--- src/design/uart_select_cfg.svh ---
// Register codes, field positions and timing figures for the register selector
`ifndef UART_SELECT_CFG_SVH
`define UART_SELECT_CFG_SVH
`define CODE_HOLD 3'h0
`define CODE_IEN 3'h1
`define CODE_ISRC 3'h2
`define CODE_FMT 3'h3
`define CODE_HCTL 3'h4
`define CODE_LSTAT 3'h5
`define CODE_HSTAT 3'h6
`define CODE_SCR 3'h7
`define FMT_KEY 8'hBF
`define FMT_DIV_BIT 7
`define EFR_ENH_BIT 4
`define HCTL_PRESCALE_BIT 7
`define HCTL_THRESH_EN_BIT 6
`define HCTL_LOOP_BIT 4
`define HCTL_RDY_EN_BIT 2
`define QCTL_FIFO_EN_BIT 0
`define QCTL_TXTRIG_LO 4
`define QCTL_TXTRIG_HI 5
`define RDY_TXA_BIT 0
`define RDY_TXB_BIT 1
`define RDY_RXA_BIT 4
`define RDY_RXB_BIT 5
`define BAUD_OVERSAMPLE 16
`define CLK_PERIOD_PS 8000
`define REG_RESET 8'h00
`define DIV_RESET 16'h0001
`endif

--- src/design/uart_select_pkg.sv ---
// Types shared by the register selector and its helpers
package uart_select_pkg;
    typedef struct packed {
        logic rd;
        logic wr;
        logic [2:0] code;
        logic [7:0] wdata;
    } host_access_t;

    typedef struct packed {
        logic tx_ready_a;
        logic tx_ready_b;
        logic rx_ready_a;
        logic rx_ready_b;
    } queue_ready_t;

    typedef enum logic [2:0] {
        RX_IDLE = 3'b001,
        RX_WAIT = 3'b010,
        RX_LOADED = 3'b100
    } rx_state_t;
endpackage : uart_select_pkg

--- src/design/baud_tick_gen.sv ---
// Sixteen-times baud tick generator from the programmed divisor
`include "uart_select_cfg.svh"
module baud_tick_gen (
    // Clock and reset
    input wire logic clock,
    input wire logic nrst,
    // Divisor
    input wire logic [15:0] divisor,
    // Tick out
    output logic tick
);
    import uart_select_pkg::*;
    logic [15:0] count_q;

    always_ff @(posedge clock or negedge nrst) begin
        if (!nrst) begin
            count_q <= 16'h0000;
            tick <= 1'b0;
        end else if (count_q == 16'h0000) begin
            // Divisor zero treated as one so the tick never stops
            count_q <= (divisor == 16'h0000) ? 16'h0000 : divisor - 16'h0001;
            tick <= 1'b1;
        end else begin
            count_q <= count_q - 16'h0001;
            tick <= 1'b0;
        end
    end
endmodule : baud_tick_gen

--- src/design/rx_hold_slot.sv ---
// Single receive holding slot with the non-queued load delay
`include "uart_select_cfg.svh"
module rx_hold_slot (
    // Clock and reset
    input wire logic clock,
    input wire logic nrst,
    // Control
    input wire logic queue_mode,
    input wire logic baud_tick,
    // Incoming byte
    input wire logic in_valid,
    input wire logic [7:0] in_byte,
    // Host side
    input wire logic take,
    output logic available,
    output logic [7:0] hold_byte
);
    import uart_select_pkg::*;
    rx_state_t state_q;
    logic [7:0] pend_q;

    always_ff @(posedge clock or negedge nrst) begin
        if (!nrst) begin
            state_q <= RX_IDLE;
            pend_q <= `REG_RESET;
            hold_byte <= `REG_RESET;
        end else begin
            unique case (state_q)
                RX_IDLE: begin
                    if (in_valid && queue_mode) begin
                        hold_byte <= in_byte;
                        state_q <= RX_LOADED;
                    end else if (in_valid) begin
                        pend_q <= in_byte;
                        state_q <= RX_WAIT;
                    end
                end
                RX_WAIT: begin
                    // Status already shows data; byte lands one baud tick later
                    if (baud_tick) begin
                        hold_byte <= pend_q;
                        state_q <= RX_LOADED;
                    end
                end
                RX_LOADED: begin
                    // New byte overwrites, as a single slot has no room
                    if (in_valid) begin
                        if (queue_mode) begin
                            hold_byte <= in_byte;
                        end else begin
                            pend_q <= in_byte;
                            state_q <= RX_WAIT;
                        end
                    end else if (take) begin
                        state_q <= RX_IDLE;
                    end
                end
            endcase
        end
    end

    assign available = (state_q != RX_IDLE);
endmodule : rx_hold_slot

--- src/design/uart_register_select.sv ---
// One channel's register selection and access gating
`include "uart_select_cfg.svh"
module uart_register_select (
    // Clock and reset
    input wire logic clock,
    input wire logic nrst,
    // Host bus, strobes active low, asynchronous and synchronised here
    input wire logic [2:0] addr,
    input wire logic [7:0] wdata,
    input wire logic rd_n,
    input wire logic wr_n,
    input wire logic own_select_n,
    input wire logic other_select_n,
    output logic [7:0] rdata,
    output logic rdata_oe_n,
    // Channel status inputs from the rest of the transceiver
    input wire logic [7:0] line_status_in,
    input wire logic [7:0] handshake_status_in,
    input wire logic [7:0] interrupt_source_in,
    input wire uart_select_pkg::queue_ready_t queue_ready_in,
    // Received byte from the shift register
    input wire logic rx_valid,
    input wire logic [7:0] rx_byte,
    // Transmit side, control, receive flag and baud tick outputs
    output logic tx_load,
    output logic [7:0] tx_byte,
    output logic queue_control_strobe,
    output logic [7:0] queue_control,
    output logic [7:0] interrupt_enables,
    output logic [7:0] frame_format,
    output logic [7:0] handshake_control,
    output logic [7:0] enhanced_features,
    output logic [15:0] divisor,
    output logic [7:0] flow_resume_char_first,
    output logic [7:0] flow_resume_char_second,
    output logic [7:0] flow_stop_char_first,
    output logic [7:0] flow_stop_char_second,
    output logic [7:0] flow_threshold_levels,
    output logic [7:0] queue_trigger_levels,
    output logic rx_available,
    output logic baud_tick
);
    import uart_select_pkg::*;

    // Two-stage synchronisers for the asynchronous bus pins
    logic [1:0] rd_sync_q;
    logic [1:0] wr_sync_q;
    logic [1:0] cs_sync_q;
    logic [1:0] cso_sync_q;
    logic rd_prev_q;
    logic wr_prev_q;
    logic [2:0] addr_s1_q;
    logic [2:0] addr_q;
    logic [7:0] wd_s1_q;
    logic [7:0] wd_q;

    always_ff @(posedge clock or negedge nrst) begin
        if (!nrst) begin
            rd_sync_q <= 2'h3;
            wr_sync_q <= 2'h3;
            cs_sync_q <= 2'h3;
            cso_sync_q <= 2'h3;
            rd_prev_q <= 1'b1;
            wr_prev_q <= 1'b1;
            addr_s1_q <= 3'h0;
            addr_q <= 3'h0;
            wd_s1_q <= `REG_RESET;
            wd_q <= `REG_RESET;
        end else begin
            rd_sync_q <= {rd_sync_q[0], rd_n};
            wr_sync_q <= {wr_sync_q[0], wr_n};
            cs_sync_q <= {cs_sync_q[0], own_select_n};
            cso_sync_q <= {cso_sync_q[0], other_select_n};
            rd_prev_q <= rd_sync_q[1];
            wr_prev_q <= wr_sync_q[1];
            addr_s1_q <= addr;
            addr_q <= addr_s1_q;
            wd_s1_q <= wdata;
            wd_q <= wd_s1_q;
        end
    end

    // Falling edge of a synchronised active-low strobe
    function automatic logic strobe_fell(input logic now_n, input logic prev_n);
        strobe_fell = !now_n && prev_n;
    endfunction : strobe_fell

    host_access_t acc;
    logic own_sel;
    logic both_sel;
    assign own_sel = !cs_sync_q[1];
    assign both_sel = !cs_sync_q[1] && !cso_sync_q[1];
    // Access acts on the falling edge of a strobe; one action per strobe
    assign acc.rd = strobe_fell(rd_sync_q[1], rd_prev_q) && own_sel;
    assign acc.wr = strobe_fell(wr_sync_q[1], wr_prev_q) && own_sel && !both_sel;
    assign acc.code = addr_q;
    assign acc.wdata = wd_q;

    // Gating conditions
    logic div_mode;
    logic key_mode;
    logic thresh_mode;
    logic ready_mode;
    logic enh_on;
    assign enh_on = enhanced_features[`EFR_ENH_BIT];
    assign key_mode = (frame_format == `FMT_KEY);
    assign div_mode = frame_format[`FMT_DIV_BIT];
    assign thresh_mode = enhanced_features[`EFR_ENH_BIT]
        && handshake_control[`HCTL_THRESH_EN_BIT];
    assign ready_mode = both_sel && handshake_control[`HCTL_RDY_EN_BIT]
        && !handshake_control[`HCTL_LOOP_BIT];

    function automatic logic hit(input host_access_t a, input logic [2:0] code);
        hit = (a.code == code);
    endfunction : hit

    // Key mode takes 010 and 100-111; divisor mode takes 000-001
    logic key_upper;
    assign key_upper = key_mode && acc.code[2];

    // Frame format
    always_ff @(posedge clock or negedge nrst) begin
        if (!nrst) begin
            frame_format <= `REG_RESET;
        end else if (acc.wr && hit(acc, `CODE_FMT)) begin
            frame_format <= acc.wdata;
        end
    end

    // Divisor latch takes codes 000/001 and shares 001 with interrupt enables
    always_ff @(posedge clock or negedge nrst) begin
        if (!nrst) begin
            divisor <= `DIV_RESET;
            interrupt_enables <= `REG_RESET;
        end else if (acc.wr && div_mode) begin
            if (hit(acc, `CODE_HOLD)) begin
                divisor[7:0] <= acc.wdata;
            end
            if (hit(acc, `CODE_IEN)) begin
                divisor[15:8] <= acc.wdata;
            end
        end else if (acc.wr && hit(acc, `CODE_IEN)) begin
            interrupt_enables <= acc.wdata;
        end
    end

    // Transmit byte load
    logic tx_write;
    assign tx_write = acc.wr && !div_mode && hit(acc, `CODE_HOLD);
    always_ff @(posedge clock or negedge nrst) begin
        if (!nrst) begin
            tx_load <= 1'b0;
            tx_byte <= `REG_RESET;
        end else begin
            tx_load <= tx_write;
            if (tx_write) begin
                tx_byte <= acc.wdata;
            end
        end
    end

    // Queue control (write-only) and enhanced features at 010
    always_ff @(posedge clock or negedge nrst) begin
        if (!nrst) begin
            queue_control <= `REG_RESET;
            queue_control_strobe <= 1'b0;
            enhanced_features <= `REG_RESET;
        end else begin
            queue_control_strobe <= 1'b0;
            if (acc.wr && hit(acc, `CODE_ISRC) && key_mode) begin
                enhanced_features <= acc.wdata;
            end else if (acc.wr && hit(acc, `CODE_ISRC)) begin
                queue_control_strobe <= 1'b1;
                queue_control[7:6] <= acc.wdata[7:6];
                queue_control[3:0] <= acc.wdata[3:0];
                if (enh_on) begin
                    queue_control[`QCTL_TXTRIG_HI:`QCTL_TXTRIG_LO] <=
                        acc.wdata[`QCTL_TXTRIG_HI:`QCTL_TXTRIG_LO];
                end
            end
        end
    end

    // Handshake control, prescaler bit guarded
    always_ff @(posedge clock or negedge nrst) begin
        if (!nrst) begin
            handshake_control <= `REG_RESET;
        end else if (acc.wr && hit(acc, `CODE_HCTL) && !key_mode) begin
            handshake_control[6:0] <= acc.wdata[6:0];
            if (enh_on) begin
                handshake_control[`HCTL_PRESCALE_BIT] <=
                    acc.wdata[`HCTL_PRESCALE_BIT];
            end
        end
    end

    // Key-mode flow characters
    always_ff @(posedge clock or negedge nrst) begin
        if (!nrst) begin
            flow_resume_char_first <= `REG_RESET;
            flow_resume_char_second <= `REG_RESET;
            flow_stop_char_first <= `REG_RESET;
            flow_stop_char_second <= `REG_RESET;
        end else if (acc.wr && key_upper) begin
            unique case (acc.code)
                `CODE_HCTL: flow_resume_char_first <= acc.wdata;
                `CODE_LSTAT: flow_resume_char_second <= acc.wdata;
                `CODE_HSTAT: flow_stop_char_first <= acc.wdata;
                default: flow_stop_char_second <= acc.wdata;
            endcase
        end
    end

    // Threshold registers; key mode owns these codes first
    always_ff @(posedge clock or negedge nrst) begin
        if (!nrst) begin
            flow_threshold_levels <= `REG_RESET;
            queue_trigger_levels <= `REG_RESET;
        end else if (acc.wr && thresh_mode && !key_mode) begin
            if (hit(acc, `CODE_HSTAT)) begin
                flow_threshold_levels <= acc.wdata;
            end
            if (hit(acc, `CODE_SCR)) begin
                queue_trigger_levels <= acc.wdata;
            end
        end
    end

    // Scratch byte, only when no gated register owns 111
    logic [7:0] scratch_q;
    always_ff @(posedge clock or negedge nrst) begin
        if (!nrst) begin
            scratch_q <= `REG_RESET;
        end else if (acc.wr && hit(acc, `CODE_SCR) && !key_mode && !thresh_mode) begin
            scratch_q <= acc.wdata;
        end
    end

    // Baud tick and receive slot
    baud_tick_gen u_baud (
        .clock(clock),
        .nrst(nrst),
        .divisor(divisor),
        .tick(baud_tick)
    );

    logic [7:0] hold_byte;
    logic rx_take;
    assign rx_take = acc.rd && !div_mode && hit(acc, `CODE_HOLD);
    rx_hold_slot u_slot (
        .clock(clock),
        .nrst(nrst),
        .queue_mode(queue_control[`QCTL_FIFO_EN_BIT]),
        .baud_tick(baud_tick),
        .in_valid(rx_valid),
        .in_byte(rx_byte),
        .take(rx_take),
        .available(rx_available),
        .hold_byte(hold_byte)
    );

    // Read multiplexer, gated register wins over normal one
    function automatic logic [7:0] ready_byte(input queue_ready_t r);
        logic [7:0] v;
        v = 8'h00;
        v[`RDY_TXA_BIT] = r.tx_ready_a;
        v[`RDY_TXB_BIT] = r.tx_ready_b;
        v[`RDY_RXA_BIT] = r.rx_ready_a;
        v[`RDY_RXB_BIT] = r.rx_ready_b;
        ready_byte = v;
    endfunction : ready_byte

    logic [7:0] read_d;
    logic rd_any;
    always_comb begin
        read_d = 8'h00;
        unique case (acc.code)
            `CODE_HOLD: read_d = div_mode ? divisor[7:0] : hold_byte;
            `CODE_IEN: read_d = div_mode ? divisor[15:8] : interrupt_enables;
            `CODE_ISRC: read_d = key_mode ? enhanced_features : interrupt_source_in;
            `CODE_FMT: read_d = frame_format;
            `CODE_HCTL: read_d = key_mode ? flow_resume_char_first : handshake_control;
            `CODE_LSTAT: read_d = key_mode ? flow_resume_char_second : line_status_in;
            `CODE_HSTAT: begin
                if (key_mode) begin
                    read_d = flow_stop_char_first;
                end else if (thresh_mode) begin
                    read_d = flow_threshold_levels;
                end else begin
                    read_d = handshake_status_in;
                end
            end
            default: begin
                if (ready_mode) begin
                    read_d = ready_byte(queue_ready_in);
                end else if (key_mode) begin
                    read_d = flow_stop_char_second;
                end else if (thresh_mode) begin
                    read_d = queue_trigger_levels;
                end else begin
                    read_d = scratch_q;
                end
            end
        endcase
    end

    // Queue ready read is allowed with both selects low
    assign rd_any = strobe_fell(rd_sync_q[1], rd_prev_q) && (own_sel || both_sel);

    always_ff @(posedge clock or negedge nrst) begin
        if (!nrst) begin
            rdata <= `REG_RESET;
        end else if (rd_any) begin
            rdata <= read_d;
        end
    end

    always_ff @(posedge clock or negedge nrst) begin
        if (!nrst) begin
            rdata_oe_n <= 1'b1;
        end else begin
            rdata_oe_n <= !(!rd_sync_q[1] && own_sel);
        end
    end
endmodule : uart_register_select

--- config.mk ---
export PLATFORM = sky130hd
export DESIGN_NAME = uart_register_select
export DESIGN_NICKNAME = d
export VERILOG_FILES = /design/src/design/uart_select_pkg.sv /design/src/design/baud_tick_gen.sv /design/src/design/rx_hold_slot.sv /design/src/design/uart_register_select.sv
export VERILOG_INCLUDE_DIRS = /design/src /design/src/design
export SDC_FILE = /design/constraint.sdc
export NUM_CORES = 1
export LEC_CHECK = 0
export ABC_AREA = 1
export BUFFER_PORTS_ARGS = -buffer_cell sky130_fd_sc_hd__buf_2
export CORE_MARGIN = 2
export CORE_UTILIZATION = 56
export CTS_CLUSTER_DIAMETER = 150
export DETAILED_ROUTE_END_ITERATION = 8
export HOLD_SLACK_MARGIN = 0.12
export PLACE_DENSITY = 0.84
export SLEW_MARGIN = 30
export SYNTH_ARGS = -nofsm -noshare
export SYNTH_HDL_FRONTEND = slang
export SYNTH_SLANG_ARGS = --single-unit
--- constraint.sdc ---
create_clock -name clock -period 1.9 [get_ports clock]
set_clock_uncertainty 0.05 [all_clocks]
set_input_delay 0.285 -clock clock [delete_from_list [all_inputs] [get_ports clock]]
set_output_delay 0.285 -clock clock [all_outputs]
set_load 0.005 [all_outputs]
==> results.md, run 1 <==
* Synth area leaders: dfrtp_1, nand2_1, o21ai_0
* Capturing point of the worst reg2reg path: u_baud.count_q[2]
* Flop pwr share at 46.5%
* Worst Path Arrival at 2.13 ns
* Top_reg_cell synth: dfrtp_1
* Via/cell ratio at 5.50
* Root Driver: clkbuf_16
* CP max FO at 5
* PortBufs at 178
* Critical Path RT at 2.21 ns
* Initial Util at 56.7%
* R2R depth at 10
* Netlist cell types at 31
* CP Capture Point: u_baud.count_q[2]
* Critical path class: flip-flop to flip-flop
* Post-synth EDFFs at 0
* Die height at 133 µm
* Place WS at -0.0193 ns
* Count leader, synth: nand2_1
* Synthesis-to-layout area growth at 24.5%
* DRT Wirelength at 28,000 µm
* Total grt overflow at 0
* Clk_lat worst skew at 0.44 ns
* Core footprint at 16,300 µm²
* Global-route wire length before repair at 44,000 µm
* Average size of a mapped cell at 7.95 µm²
* Max-cap violations at 0
* Worst slew pin tran at 0.758 ns
* HP Start: queue_ready_in[0]
* Power per cell area at 976 nW/µm²
* Syn Nets at 1,222
* Synthesized cell area at 9270 µm²
* Worst Slack Setup Final at 0.0837 ns
* HP Class: primary input to flip-flop
* Final min period at 1.82 ns
* Clock Power Share at 31.5%
* Area leader, netlist: dfrtp_1
* Slowest CP cell: dfstp_2
* CTS tree: built
* Max Slew Vio Count at 0
* Peak per-stage delay on the critical path at 0.55 ns
* Mapped Cells at 1,165
* Hold Vio Cnt, Final at 0
* Switching share of power at 31.6%
* Iteration-0 DRC Markers at 861
* Switching power at 3560 µW
* Antenna violations before repair at 1
* Met2 usage at 54.3%
* Largest net degree at the start of global routing at 58
* CP startpoint kind: flip-flop
* Worst-path cell chain: inv_1 -> ha_1 -> nand3_1 -> nor2_1 -> nand2_2 -> nor2_4 -> a21oi_4 -> buf_2 -> nand2_1 -> o21ai_0
* Final Core Density at 70.5%
* Clk sinks at 199
* Grt peak-use layer: met2
* Synth top cells by count: nand2_1, dfrtp_1, o21ai_0
* Die area at 17,600 µm²
* Io pins at 179
* FF+latch count, synth at 199
* Status: finished, final reports clean
* GR Util met3 at 5.79%
* GP Congestion at 0.953
* Final Cycle Share at 95.6%
* Tot GR Track Use at 32.4%
* Drt wl/cell at 17.2 µm
* R2R setup slack at 0.08 ns
* Worst r2r src: divisor[0]
* GR Util met1 at 40.7%
* Num CTS Buffers at 17
* CTS Buffer Depth at 2
* Logic gate share of total power at 22.0%
* LEAKAGE at 0.00598 µW
* Final setup fails at 0
* Post-synth top area share at 50.2%
* Remaining antenna violation count at 0
* CP Launch Point: divisor[0]
* Pre-antenna DRT Iters at 5
* Critical Path End Type: flip-flop
* DRC Markers at 0
* Seq/Total Area, Yosys at 53.9%
* Dpl hpwl at 20,000 µm
* DR vias at 8,935
* Highest clock rate at 551 MHz
* Synth warn at 0
* Max H-tree Level at 4
* Async set-or-reset flop fraction in the synthesized netlist at 100%
* Post-layout nets at 1,448
* VDD IR max at 647 µV
* Vias in the first global route at 8,592
* Chip Width at 133 µm
* Share of cells above drive strength 1 at 21.2%
* Clk slew on worst S/H paths at 0.07 ns
* Slew Limit Headroom at 49.4%
* Internal power at 7690 µW
* Core Rows at 47
==> routing by layer <==
| metal | wire length [µm] | vias up |
|---|---|---|
| met2 | 13500 | 489 |
| met4 | 1250 | 0 |
| li1 | - | 4158 |
| met5 | 0 | - |
| met1 | 10600 | 4197 |
| met3 | 2610 | 91 |
==> sequential cells by signal, indices dropped and copies added, names as in the netlist, 8 cells and up <==
register,cells
u_slot.hold_byte,8
flow_stop_char_first,8
wd_s1_q,8
flow_resume_char_second,8
rdata,8
u_slot.pend_q,8
scratch_q,8
handshake_control,8
queue_trigger_levels,8
u_baud.count_q,16
wd_q,8
flow_threshold_levels,8
flow_stop_char_second,8
frame_format,8
flow_resume_char_first,8
enhanced_features,8
queue_control,8
divisor,16
tx_byte,8
interrupt_enables,8
==> worst min path at each step <==
stage	endpoint	slack (ns)	depth (start not counted)
global route	rdata[0]	0.25	7
detailed placement	interrupt_enables[4]	0.22	1
CTS	rdata[0]	0.21	7
finish	rdata[5]	0.22	7
floorplan	addr_q[0]	-0.06	0
global placement	interrupt_enables[4]	0.22	1
==> through the flow <==
step                      instances  total power, µW  area (µm²)  hold WS, ns  setup TNS (ns)
after floorplan                1165             6710        9270      -0.0606               0
after global placement         1565             7540       10600        0.217               0
after detailed placement       1565             7650       10600        0.224         -0.0193
after CTS                      1622            11200       11500        0.211          -0.136
after global routing           1625            11800       11500        0.247         -0.0677
final                          1625            11300       11500        0.223               0
==> cell families (layout without fill, tap and decap cells) <==
logic type	after synthesis	count (layout)	synth area share, %
DFF	199	199	53.9
AOI/OAI and AO/OA	188	188	10.4
buffers and inverters	171	410	7.36
and+or+nand+nor	584	584	26.1
adders and majority gates	3	3	0.405
other	0	1	0
xor gates and xnor gates	20	20	1.89
==> worst max-delay path: cells and delay by family, from the launching register on <==
kind,cells,cell delay (ns)
simple gates,5,0.40
compound gates,2,0.27
buf+inv,2,0.26
flops,1,0.55
fa+ha+maj,1,0.22
==> cell type report <==
class	instances	area, µm²
Inverter	127	482
Tap cell	220	275
Clock inverter	12	115
Timing Repair Buffer	251	1570
Sequential cell	199	5000
Antenna cell	1	2.50
Multi-Input combinational cell	795	3620
Clock buffer	20	467
Fill cell	1281	4820
==> cell usage in the layout (no fill, tap or decap), types with 13 or more instances in the layout <==
cell,instances
dfstp_2,13
buf_4,41
nand2_1,359
dlygate4sd3_1,25
dfrtp_1,186
nor2_1,95
clkbuf_16,17
buf_2,178
nand3_1,77
a21oi_1,26
o21ai_0,153
inv_1,122
==> repair_timing <==
item / 4_1_cts / 5_1_grt
endpoints found under the hold margin: 98 / 0
buffers inserted: 0 / 1
gates resized for setup: 0 / 16
gates cloned: 0 / 1
hold buffers: 25 / 0
pin swaps: 0 / 1
setup endpoints to repair: 6 / 68
==> power by group through the flow <==
| stage | clock [µW] | combinational, µW | sequential [µW] |
|---|---|---|---|
| 3_3_place_gp | 0 | 2270 | 5270 |
| 2_1_floorplan | 0 | 1500 | 5210 |
| 4_1_cts | 3560 | 2440 | 5220 |
| 3_5_place_dp | 0 | 2360 | 5290 |
| 6_report | 3540 | 2480 | 5230 |
| 5_1_grt | 3740 | 2790 | 5290 |
Note: power is estimated with default switching activity, not from simulation.
==> inputs of run 2 (changes only) <==
--- a/config.mk
+++ b/config.mk
@@ -9,11 +9,13 @@
 export ABC_AREA = 1
 export BUFFER_PORTS_ARGS = -buffer_cell sky130_fd_sc_hd__buf_2
 export CORE_MARGIN = 2
-export CORE_UTILIZATION = 56
+export CORE_UTILIZATION = 57
+export CTS_BUF_LIST = sky130_fd_sc_hd__clkbuf_8
 export CTS_CLUSTER_DIAMETER = 150
+export CTS_CLUSTER_SIZE = 40
 export DETAILED_ROUTE_END_ITERATION = 8
 export HOLD_SLACK_MARGIN = 0.12
-export PLACE_DENSITY = 0.84
+export PLACE_DENSITY = 0.85
 export SLEW_MARGIN = 30
 export SYNTH_ARGS = -nofsm -noshare
 export SYNTH_HDL_FRONTEND = slang
==> constraint.sdc (replaced) <==
create_clock -name clock -period 1.9 [get_ports clock]
set_clock_uncertainty 0.05 [all_clocks]
set_input_delay 0.285 -clock clock [delete_from_list [all_inputs] [get_ports clock]]
set_output_delay 0.285 -clock clock [all_outputs]
set_load 0.01 [all_outputs]
==> run 2 against run 1 <==
Compared with the run above:
- power shrank 4.7%
- die area down 1.7%
- global-route usage up 0.13 points
- largest cell class unchanged
- non-clock buffer count increased by 11
==> results.md, run 2 (same netlist as run 1, synthesis figures left out) <==
* CP Launch Point: frame_format[6] (was divisor[0])
* Capturing point of the worst reg2reg path: rdata[2] (was u_baud.count_q[2])
* Place WS at 0.00471 ns (was -0.0193 ns)
* CP max FO at 19 (was 5)
* Dpl hpwl at 19,900 µm (was 20,000 µm)
* Max Slew Vio Count at 0 (unchanged)
* LEAKAGE at 0.00599 µW (was 0.00598 µW)
* VDD IR max at 682 µV (was 647 µV)
* Critical path class: flip-flop to flip-flop (unchanged)
* Num CTS Buffers at 17 (unchanged)
* Core Rows at 46 (was 47)
* Initial Util at 58.3% (was 56.7%)
* Io pins at 179 (unchanged)
* Post-Layout Cell Count at 1,632 (was 1,625)
* Root Driver: clkbuf_8 (was clkbuf_16)
* Core footprint at 15,900 µm² (was 16,300 µm²)
* HP Class: primary input to flip-flop (unchanged)
* Critical Path RT at 2.21 ns (about the same)
* Global-route wire length before repair at 43,900 µm (was 44,000 µm)
* Drt wl/cell at 17.1 µm (was 17.2 µm)
* Slew Limit Headroom at 54.1% (was 49.4%)
* R2R setup slack at 0.07 ns (was 0.08 ns)
* RSZ-0062 raised after global routing: false
* Tot GR Track Use at 32.5% (was 32.4%)
* Final setup fails at 0 (unchanged)
* Highest clock rate at 547 MHz (was 551 MHz)
* Max-cap violations at 0 (unchanged)
* Final min period at 1.83 ns (was 1.82 ns)
* Met2 usage at 54.0% (was 54.3%)
* Grt peak-use layer: met2 (unchanged)
* Flop pwr share at 48.6% (was 46.5%)
* Via/cell ratio at 5.46 (was 5.50)
* Pre-antenna DRT Iters at 6 (was 5)
* Dpl cells at 1,572 (was 1,565)
* DRC Markers at 0 (unchanged)
* Remaining antenna violation count at 0 (unchanged)
* CP startpoint kind: flip-flop (unchanged)
* CTS Buffer Depth at 2 (unchanged)
* R2R depth at 9 (was 10)
* Clock Power Share at 27.3% (was 31.5%)
* Switching power at 3510 µW (was 3560 µW)
* Die height at 132 µm (was 133 µm)
* Power per cell area at 930 nW/µm² (was 976 nW/µm²)
* Status: finished, final reports clean (unchanged)
* Hold-critical path depth at 7 (unchanged)
* GP Congestion at 0.980 (was 0.953)
* Die area at 17,300 µm² (was 17,600 µm²)
* Critical Path End Type: flip-flop (unchanged)
* GR Util met1 at 42.1% (was 40.7%)
* DRT Wirelength at 28,000 µm (about the same)
* Synthesis-to-layout area growth at 24.4% (was 24.5%)
* Final Cycle Share at 96.2% (was 95.6%)
* Max H-tree Level at 4 (unchanged)
* Largest net degree at the start of global routing at 53 (was 58)
* Clk_lat worst skew at 0.48 ns (was 0.44 ns)
* HP Start: queue_ready_in[3] (was queue_ready_in[0])
* Share of cells above drive strength 1 at 22.1% (was 21.2%)
* Most common library cell in the layout ignoring fill and taps: nand2_1 (unchanged)
* DR vias at 8,910 (was 8,935)
* Clk sinks at 199 (unchanged)
* GR Util met3 at 6.21% (was 5.79%)
* Total grt overflow at 0 (unchanged)
* Worst r2r src: frame_format[6] (was divisor[0])
* Post-layout nets at 1,459 (was 1,448)
* Iteration-0 DRC Markers at 858 (was 861)
* Worst Slack Setup Final at 0.0718 ns (was 0.0837 ns)
* Internal power at 7200 µW (was 7690 µW)
* Power, Total at 10,700 µW (was 11,300 µW)
* CTS tree: built (unchanged)
* Most frequent cells in the layout: nand2_1, dfrtp_1, buf_2 (unchanged)
* Chip Width at 132 µm (was 133 µm)
* Biggest regs: divisor (16), u_baud.count_q (16) (unchanged)
* Antenna violations before repair at 1 (unchanged)
* Switching share of power at 32.8% (was 31.6%)
* Worst Path Arrival at 2.14 ns (was 2.13 ns)
* Worst slew pin tran at 0.688 ns (was 0.758 ns)
* Worst Hold Endpoint: rdata[0] (was rdata[5])
* Clk slew on worst S/H paths at 0.10 ns (was 0.07 ns)
* Logic gate share of total power at 24.1% (was 22.0%)
* Vias in the first global route at 8,509 (was 8,592)
* Hold Vio Cnt, Final at 0 (unchanged)
* PortBufs at 178 (unchanged)
## run 2: changes by cell type in the layout (fill, tap and decap cells not counted), moves of 2 or more
cell | previous run | this run
clkbuf_16 | 17 | 0
buf_6 | 1 | 4
nand3_2 | 0 | 2
buf_4 | 41 | 48
bufinv_16 | 1 | 3
nor2_2 | 6 | 4
nor2_4 | 2 | 4
clkbuf_8 | 4 | 20
buf_12 | 5 | 7
nand3_1 | 77 | 75
## run 2: what timing repair did
item                       in CTS  in global routing
gates resized for setup         1                 26
cloned                          0                  1
hold endpoints to repair      200                  0
pin swaps                       0                  3
setup endpoints to repair       8                 64
buffers inserted                0                  1
hold buffers                   25                  0
## run 2: final cells by class
class	instances	area (µm²)
Sequential cell	199	5000
Fill cell	1234	4350
Multi-Input combinational cell	795	3650
Timing Repair Buffer	262	1700
Inverter	127	485
Tap cell	216	270
Clock buffer	19	262
Clock inverter	13	170
Antenna cell	1	2.50
## run 2: worst max path at each step
| stage | end | slack [ns] |
|---|---|---|
| after global placement | flow_stop_char_first[0] | 0.11 |
| after detailed placement | flow_stop_char_second[6] | 0.005 |
| after floorplan | u_baud.count_q[9] | 0.1 |
| final | rdata[2] | 0.07 |
| after global routing | rdata[2] | 0.003 |
| after CTS | flow_resume_char_second[0] | -0.08 |
## run 2: critical path, cell delays in order, from the launching register on
cell and delay [ns]:
dfrtp_1 0.42, inv_1 0.07, nand2_1 0.06, nor2_2 0.16, nand2_2 0.18, buf_12 0.21
o21ai_0 0.14, inv_1 0.06, a21oi_1 0.23, a21oi_1 0.13
## run 2: per-layer routing
layer / vias to the layer above / wire [µm]
met3: 78 / 2320
met2: 517 / 13600
met1: 4151 / 11000
met5: - / 0
met4: 0 / 1040
li1: 4164 / -
## run 2: per-stage QoR
stage | hold slack, ns | area [µm²] | setup TNS (ns) | utilization [%]
6_report | 0.185 | 11500 | 0 | 72.6
5_1_grt | 0.210 | 11500 | 0 | 72.6
4_1_cts | 0.156 | 11400 | -0.298 | 72.0
3_5_place_dp | 0.233 | 10700 | 0 | 67.7
3_3_place_gp | 0.228 | 10700 | 0 | 67.7
2_1_floorplan | -0.0606 | 9270 | 0 | -
## run 2: power groups by stage
| stage | Sequential (µW) | Combinational, µW | Clock (µW) |
|---|---|---|---|
| 2_1_floorplan | 5260 | 1510 | 0 |
| 3_3_place_gp | 5260 | 2390 | 0 |
| 3_5_place_dp | 5280 | 2470 | 0 |
| 4_1_cts | 5200 | 2530 | 2930 |
| 5_1_grt | 5280 | 2910 | 3100 |
| 6_report | 5210 | 2590 | 2920 |
==> inputs of run 3 (changes only) <==
--- a/config.mk
+++ b/config.mk
@@ -9,7 +9,7 @@
 export ABC_AREA = 1
 export BUFFER_PORTS_ARGS = -buffer_cell sky130_fd_sc_hd__buf_2
 export CORE_MARGIN = 2
-export CORE_UTILIZATION = 57
+export CORE_UTILIZATION = 58
 export CTS_BUF_LIST = sky130_fd_sc_hd__clkbuf_8
 export CTS_CLUSTER_DIAMETER = 150
 export CTS_CLUSTER_SIZE = 40
@@ -19,4 +19,5 @@
 export SLEW_MARGIN = 30
 export SYNTH_ARGS = -nofsm -noshare
 export SYNTH_HDL_FRONTEND = slang
+export SYNTH_HIERARCHICAL = 1
 export SYNTH_SLANG_ARGS = --single-unit
==> run 3 against run 2 <==
Compared with the run above:
- global-route usage grew 0.066 points
- critical path type unchanged
- cell count rose by 6.6%
- power is 6.0% higher
- first-iteration DRC count shrank 9.2%
- largest cell class unchanged
==> results.md, run 3 <==
* Status: finished, final reports clean (unchanged)
* Synthesized cell area at 10,000 µm² (was 9270 µm²)
* Area leader, netlist: dfrtp_1 (unchanged)
* HP Start: queue_ready_in[3] (unchanged)
* Root Driver: clkbuf_8 (unchanged)
* Final min period at 1.84 ns (was 1.83 ns)
* Post-CTS Setup Repair Bufs at 0 (unchanged)
* Count leader, synth: nand2_1 (unchanged)
* Iteration-0 DRC Markers at 779 (was 858)
* Post-synth top area share at 46.4% (was 50.2%)
* Drt wl/cell at 16.9 µm (was 17.1 µm)
* Syn Nets at 1,339 (was 1,222)
* CTS tree: built (unchanged)
* Hold Vio Cnt, Final at 0 (unchanged)
* Power per cell area at 943 nW/µm² (was 930 nW/µm²)
* Multi-input gate area at 4280 µm² (was 3650 µm²)
* Max H-tree Level at 4 (unchanged)
* CP startpoint kind: flip-flop (unchanged)
* Synth top cells by count: nand2_1, dfrtp_1, inv_1 (was nand2_1, dfrtp_1, o21ai_0)
* ANT cells at 0 (was 1)
* FF+latch count, synth at 199 (unchanged)
* DRC Markers at 0 (unchanged)
* Most frequent cells in the layout: nand2_1, dfrtp_1, buf_2 (unchanged)
* HP Class: primary input to flip-flop (unchanged)
* Worst r2r src: frame_format[5] (was frame_format[6])
* Die area at 18,400 µm² (was 17,300 µm²)
* Die height at 136 µm (was 132 µm)
* Tot GR Track Use at 32.6% (was 32.5%)
* CP top delay family: simple AND/OR/NAND/NOR gates (was compound AO/OA/AOI/OAI gates)
* Antenna violations before repair at 0 (was 1)
* Worst Path Arrival at 2.17 ns (was 2.14 ns)
* DR vias at 9,559 (was 8,910)
* Vias in the first global route at 8,939 (was 8,509)
* Initial Util at 58.7% (was 58.3%)
* Global-route wire length before repair at 45,900 µm (was 43,900 µm)
* Num CTS Buffers at 17 (unchanged)
* Worst-path cell chain: nand2_1 -> nor2_4 -> nand2_2 -> clkinv_4 -> buf_4 -> nor2_1 -> nor2_1 -> nor2_1 -> nand3_1 -> nand2_1 -> inv_1 (was inv_1 -> nand2_1 -> nor2_2 -> nand2_2 -> buf_12 -> o21ai_0 -> inv_1 -> a21oi_1 -> a21oi_1)
* Critical Path RT at 2.23 ns (was 2.21 ns)
* FF+latch area at 5000 µm² (unchanged)
* Chip Width at 136 µm (was 132 µm)
* Synthesis-to-layout area growth at 19.9% (was 24.4%)
* Slew Limit Headroom at 68.3% (was 54.1%)
* Largest net degree at the start of global routing at 53 (unchanged)
* CTS Buffer Depth at 2 (unchanged)
* Biggest regs: divisor (16), u_baud/count_q (16) (was divisor (16), u_baud.count_q (16))
* Synth warn at 6 (was 0)
* Post-synth EDFFs at 0 (unchanged)
* Dpl cells at 1,683 (was 1,572)
* Netlist cell types at 35 (was 31)
* Slowest CP cell: dfrtp_1 (unchanged)
* Seq/Total Area, Yosys at 49.8% (was 53.9%)
* Top_reg_cell synth: dfrtp_1 (unchanged)
* Synth area leaders: dfrtp_1, nand2_1, o21ai_0 (unchanged)
* Dpl hpwl at 20,600 µm (was 19,900 µm)
* Post-Layout Cell Count at 1,740 (was 1,632)
* PortBufs at 178 (unchanged)
* Io pins at 179 (unchanged)
* Share of cells above drive strength 1 at 24.8% (was 22.1%)
* WP buf/inv at 3 (unchanged)
* Remaining antenna violation count at 0 (unchanged)
* RSZ-0062 raised after global routing: false (unchanged)
* CP Launch Point: frame_format[5] (was frame_format[6])
* Final Cycle Share at 96.8% (was 96.2%)
* Mapped Cells at 1,282 (was 1,165)
* Via/cell ratio at 5.49 (was 5.46)
* Pre-antenna DRT Iters at 5 (was 6)
* Peak per-stage delay on the critical path at 0.43 ns (was 0.42 ns)
* Total grt overflow at 0 (unchanged)
* Critical Path End Type: flip-flop (unchanged)
* Critical path class: flip-flop to flip-flop (unchanged)
* LEAKAGE at 0.00644 µW (was 0.00599 µW)
* Post-layout nets at 1,559 (was 1,459)
* Average size of a mapped cell at 7.83 µm² (was 7.95 µm²)
* Async set-or-reset flop fraction in the synthesized netlist at 100% (unchanged)
* Clk sinks at 199 (unchanged)
* Final setup fails at 0 (unchanged)
* Most common library cell in the layout ignoring fill and taps: nand2_1 (unchanged)
* Core Rows at 48 (was 46)
* Worst slew pin tran at 0.476 ns (was 0.688 ns)
* Clk slew on worst S/H paths at 0.10 ns (about the same)
* Clk_lat worst skew at 0.48 ns (about the same)
* GP Congestion at 0.927 (was 0.980)
* Setup tns final at 0 ns (unchanged)
* Fillcell total at 1,361 (was 1,234)
* VDD IR max at 528 µV (was 682 µV)
* Max-cap violations at 0 (unchanged)
* Highest clock rate at 544 MHz (was 547 MHz)
* DRT Wirelength at 29,300 µm (was 28,000 µm)
* Core footprint at 17,100 µm² (was 15,900 µm²)
* CP max FO at 16 (was 19)
* Max Slew Vio Count at 0 (unchanged)
* Worst path most repeated cell: nor2_1
==> run 3: cell types whose count changed after synthesis, moves of 7 or more <==
cell,delta
a21oi_1,-17
nand2_2,+14
buf_6,+7
o21ai_0,-53
o21ai_1,+26
nor3_1,-9
o21ai_2,+26
nor2_1,-11
nor2_2,+20
clkbuf_1,-12
nor2_4,+7
nand3b_1,+11
nand2_1,+97
==> run 3: per-stage QoR <==
step | power (µW) | area [µm²] | utilization [%] | hold WS [ns] | setup slack, ns
after global placement | 8240 | 11300 | 66.0 | 0.228 | 0.140
after floorplan | 7470 | 10000 | - | -0.0606 | 0.263
after detailed placement | 8350 | 11300 | 66.0 | 0.230 | 0.00149
final | 11400 | 12000 | 70.4 | 0.165 | 0.0604
after CTS | 11300 | 12000 | 70.1 | 0.142 | 0.00430
after global routing | 12000 | 12000 | 70.4 | 0.207 | 0.00508
==> run 3: worst paths after layout <==
path                                            endpoint  slack [ns]  cells after the start
worst min register to register                   wd_q[1]        0.31                      0
worst max-delay path                            rdata[7]        0.06                     11
worst max register to register                  rdata[7]        0.06                     11
max in group asynchronous       flow_threshold_levels[0]        0.81                      3
min in group asynchronous                    u_baud/tick        0.28                      2
worst min-delay path                            rdata[0]        0.17                      7
==> run 3: kinds of logic after synthesis <==
logic type	synth area share (%)
AND/OR/NAND/NOR	31.6
adder cells (fa/ha/maj)	0.374
AO/OA/AOI/OAI	9.20
XOR/XNOR	0.960
buffers and inverters	8.08
flip-flops	49.8
==> run 3: what timing repair did <==
action	in CTS	in global routing
endpoints found under the setup margin	1	37
resized for setup	1	13
endpoints found under the hold margin	180	0
hold buffers	25	0
==> run 3: layout make-up <==
cell class                      instances  area share (%)
Sequential cell                       199            41.5
Multi-Input combinational cell        899            35.6
Timing Repair Buffer                  245            12.5
Inverter                              140            4.43
Clock buffer                           22            2.51
Tap cell                              225            2.34
Clock inverter                         10            1.19
==> run 3: layer usage <==
layer | track usage, % | vias up | wire [µm]
met3 | 5.46 | 96 | 2500
met4 | 15.5 | 0 | 1220
met2 | 52.6 | 527 | 13900
li1 | - | 4439 | -
met5 | 0 | - | 0
met1 | 43.2 | 4497 | 11700
==> run 3: worst min-delay path, stage by stage <==
cell	delay, ns
buf_2	0.08
nand3_1	0.06
nand2_1	0.06
nor2_1	0.04
nand3_1	0.06
nand2_1	0.04
inv_1	0.04
==> run 3: where the power goes <==
| part | switching (µW) | internal (µW) |
|---|---|---|
| Clock | 1480 | 1480 |
| Sequential | 468 | 4800 |
| Combinational | 1980 | 1160 |
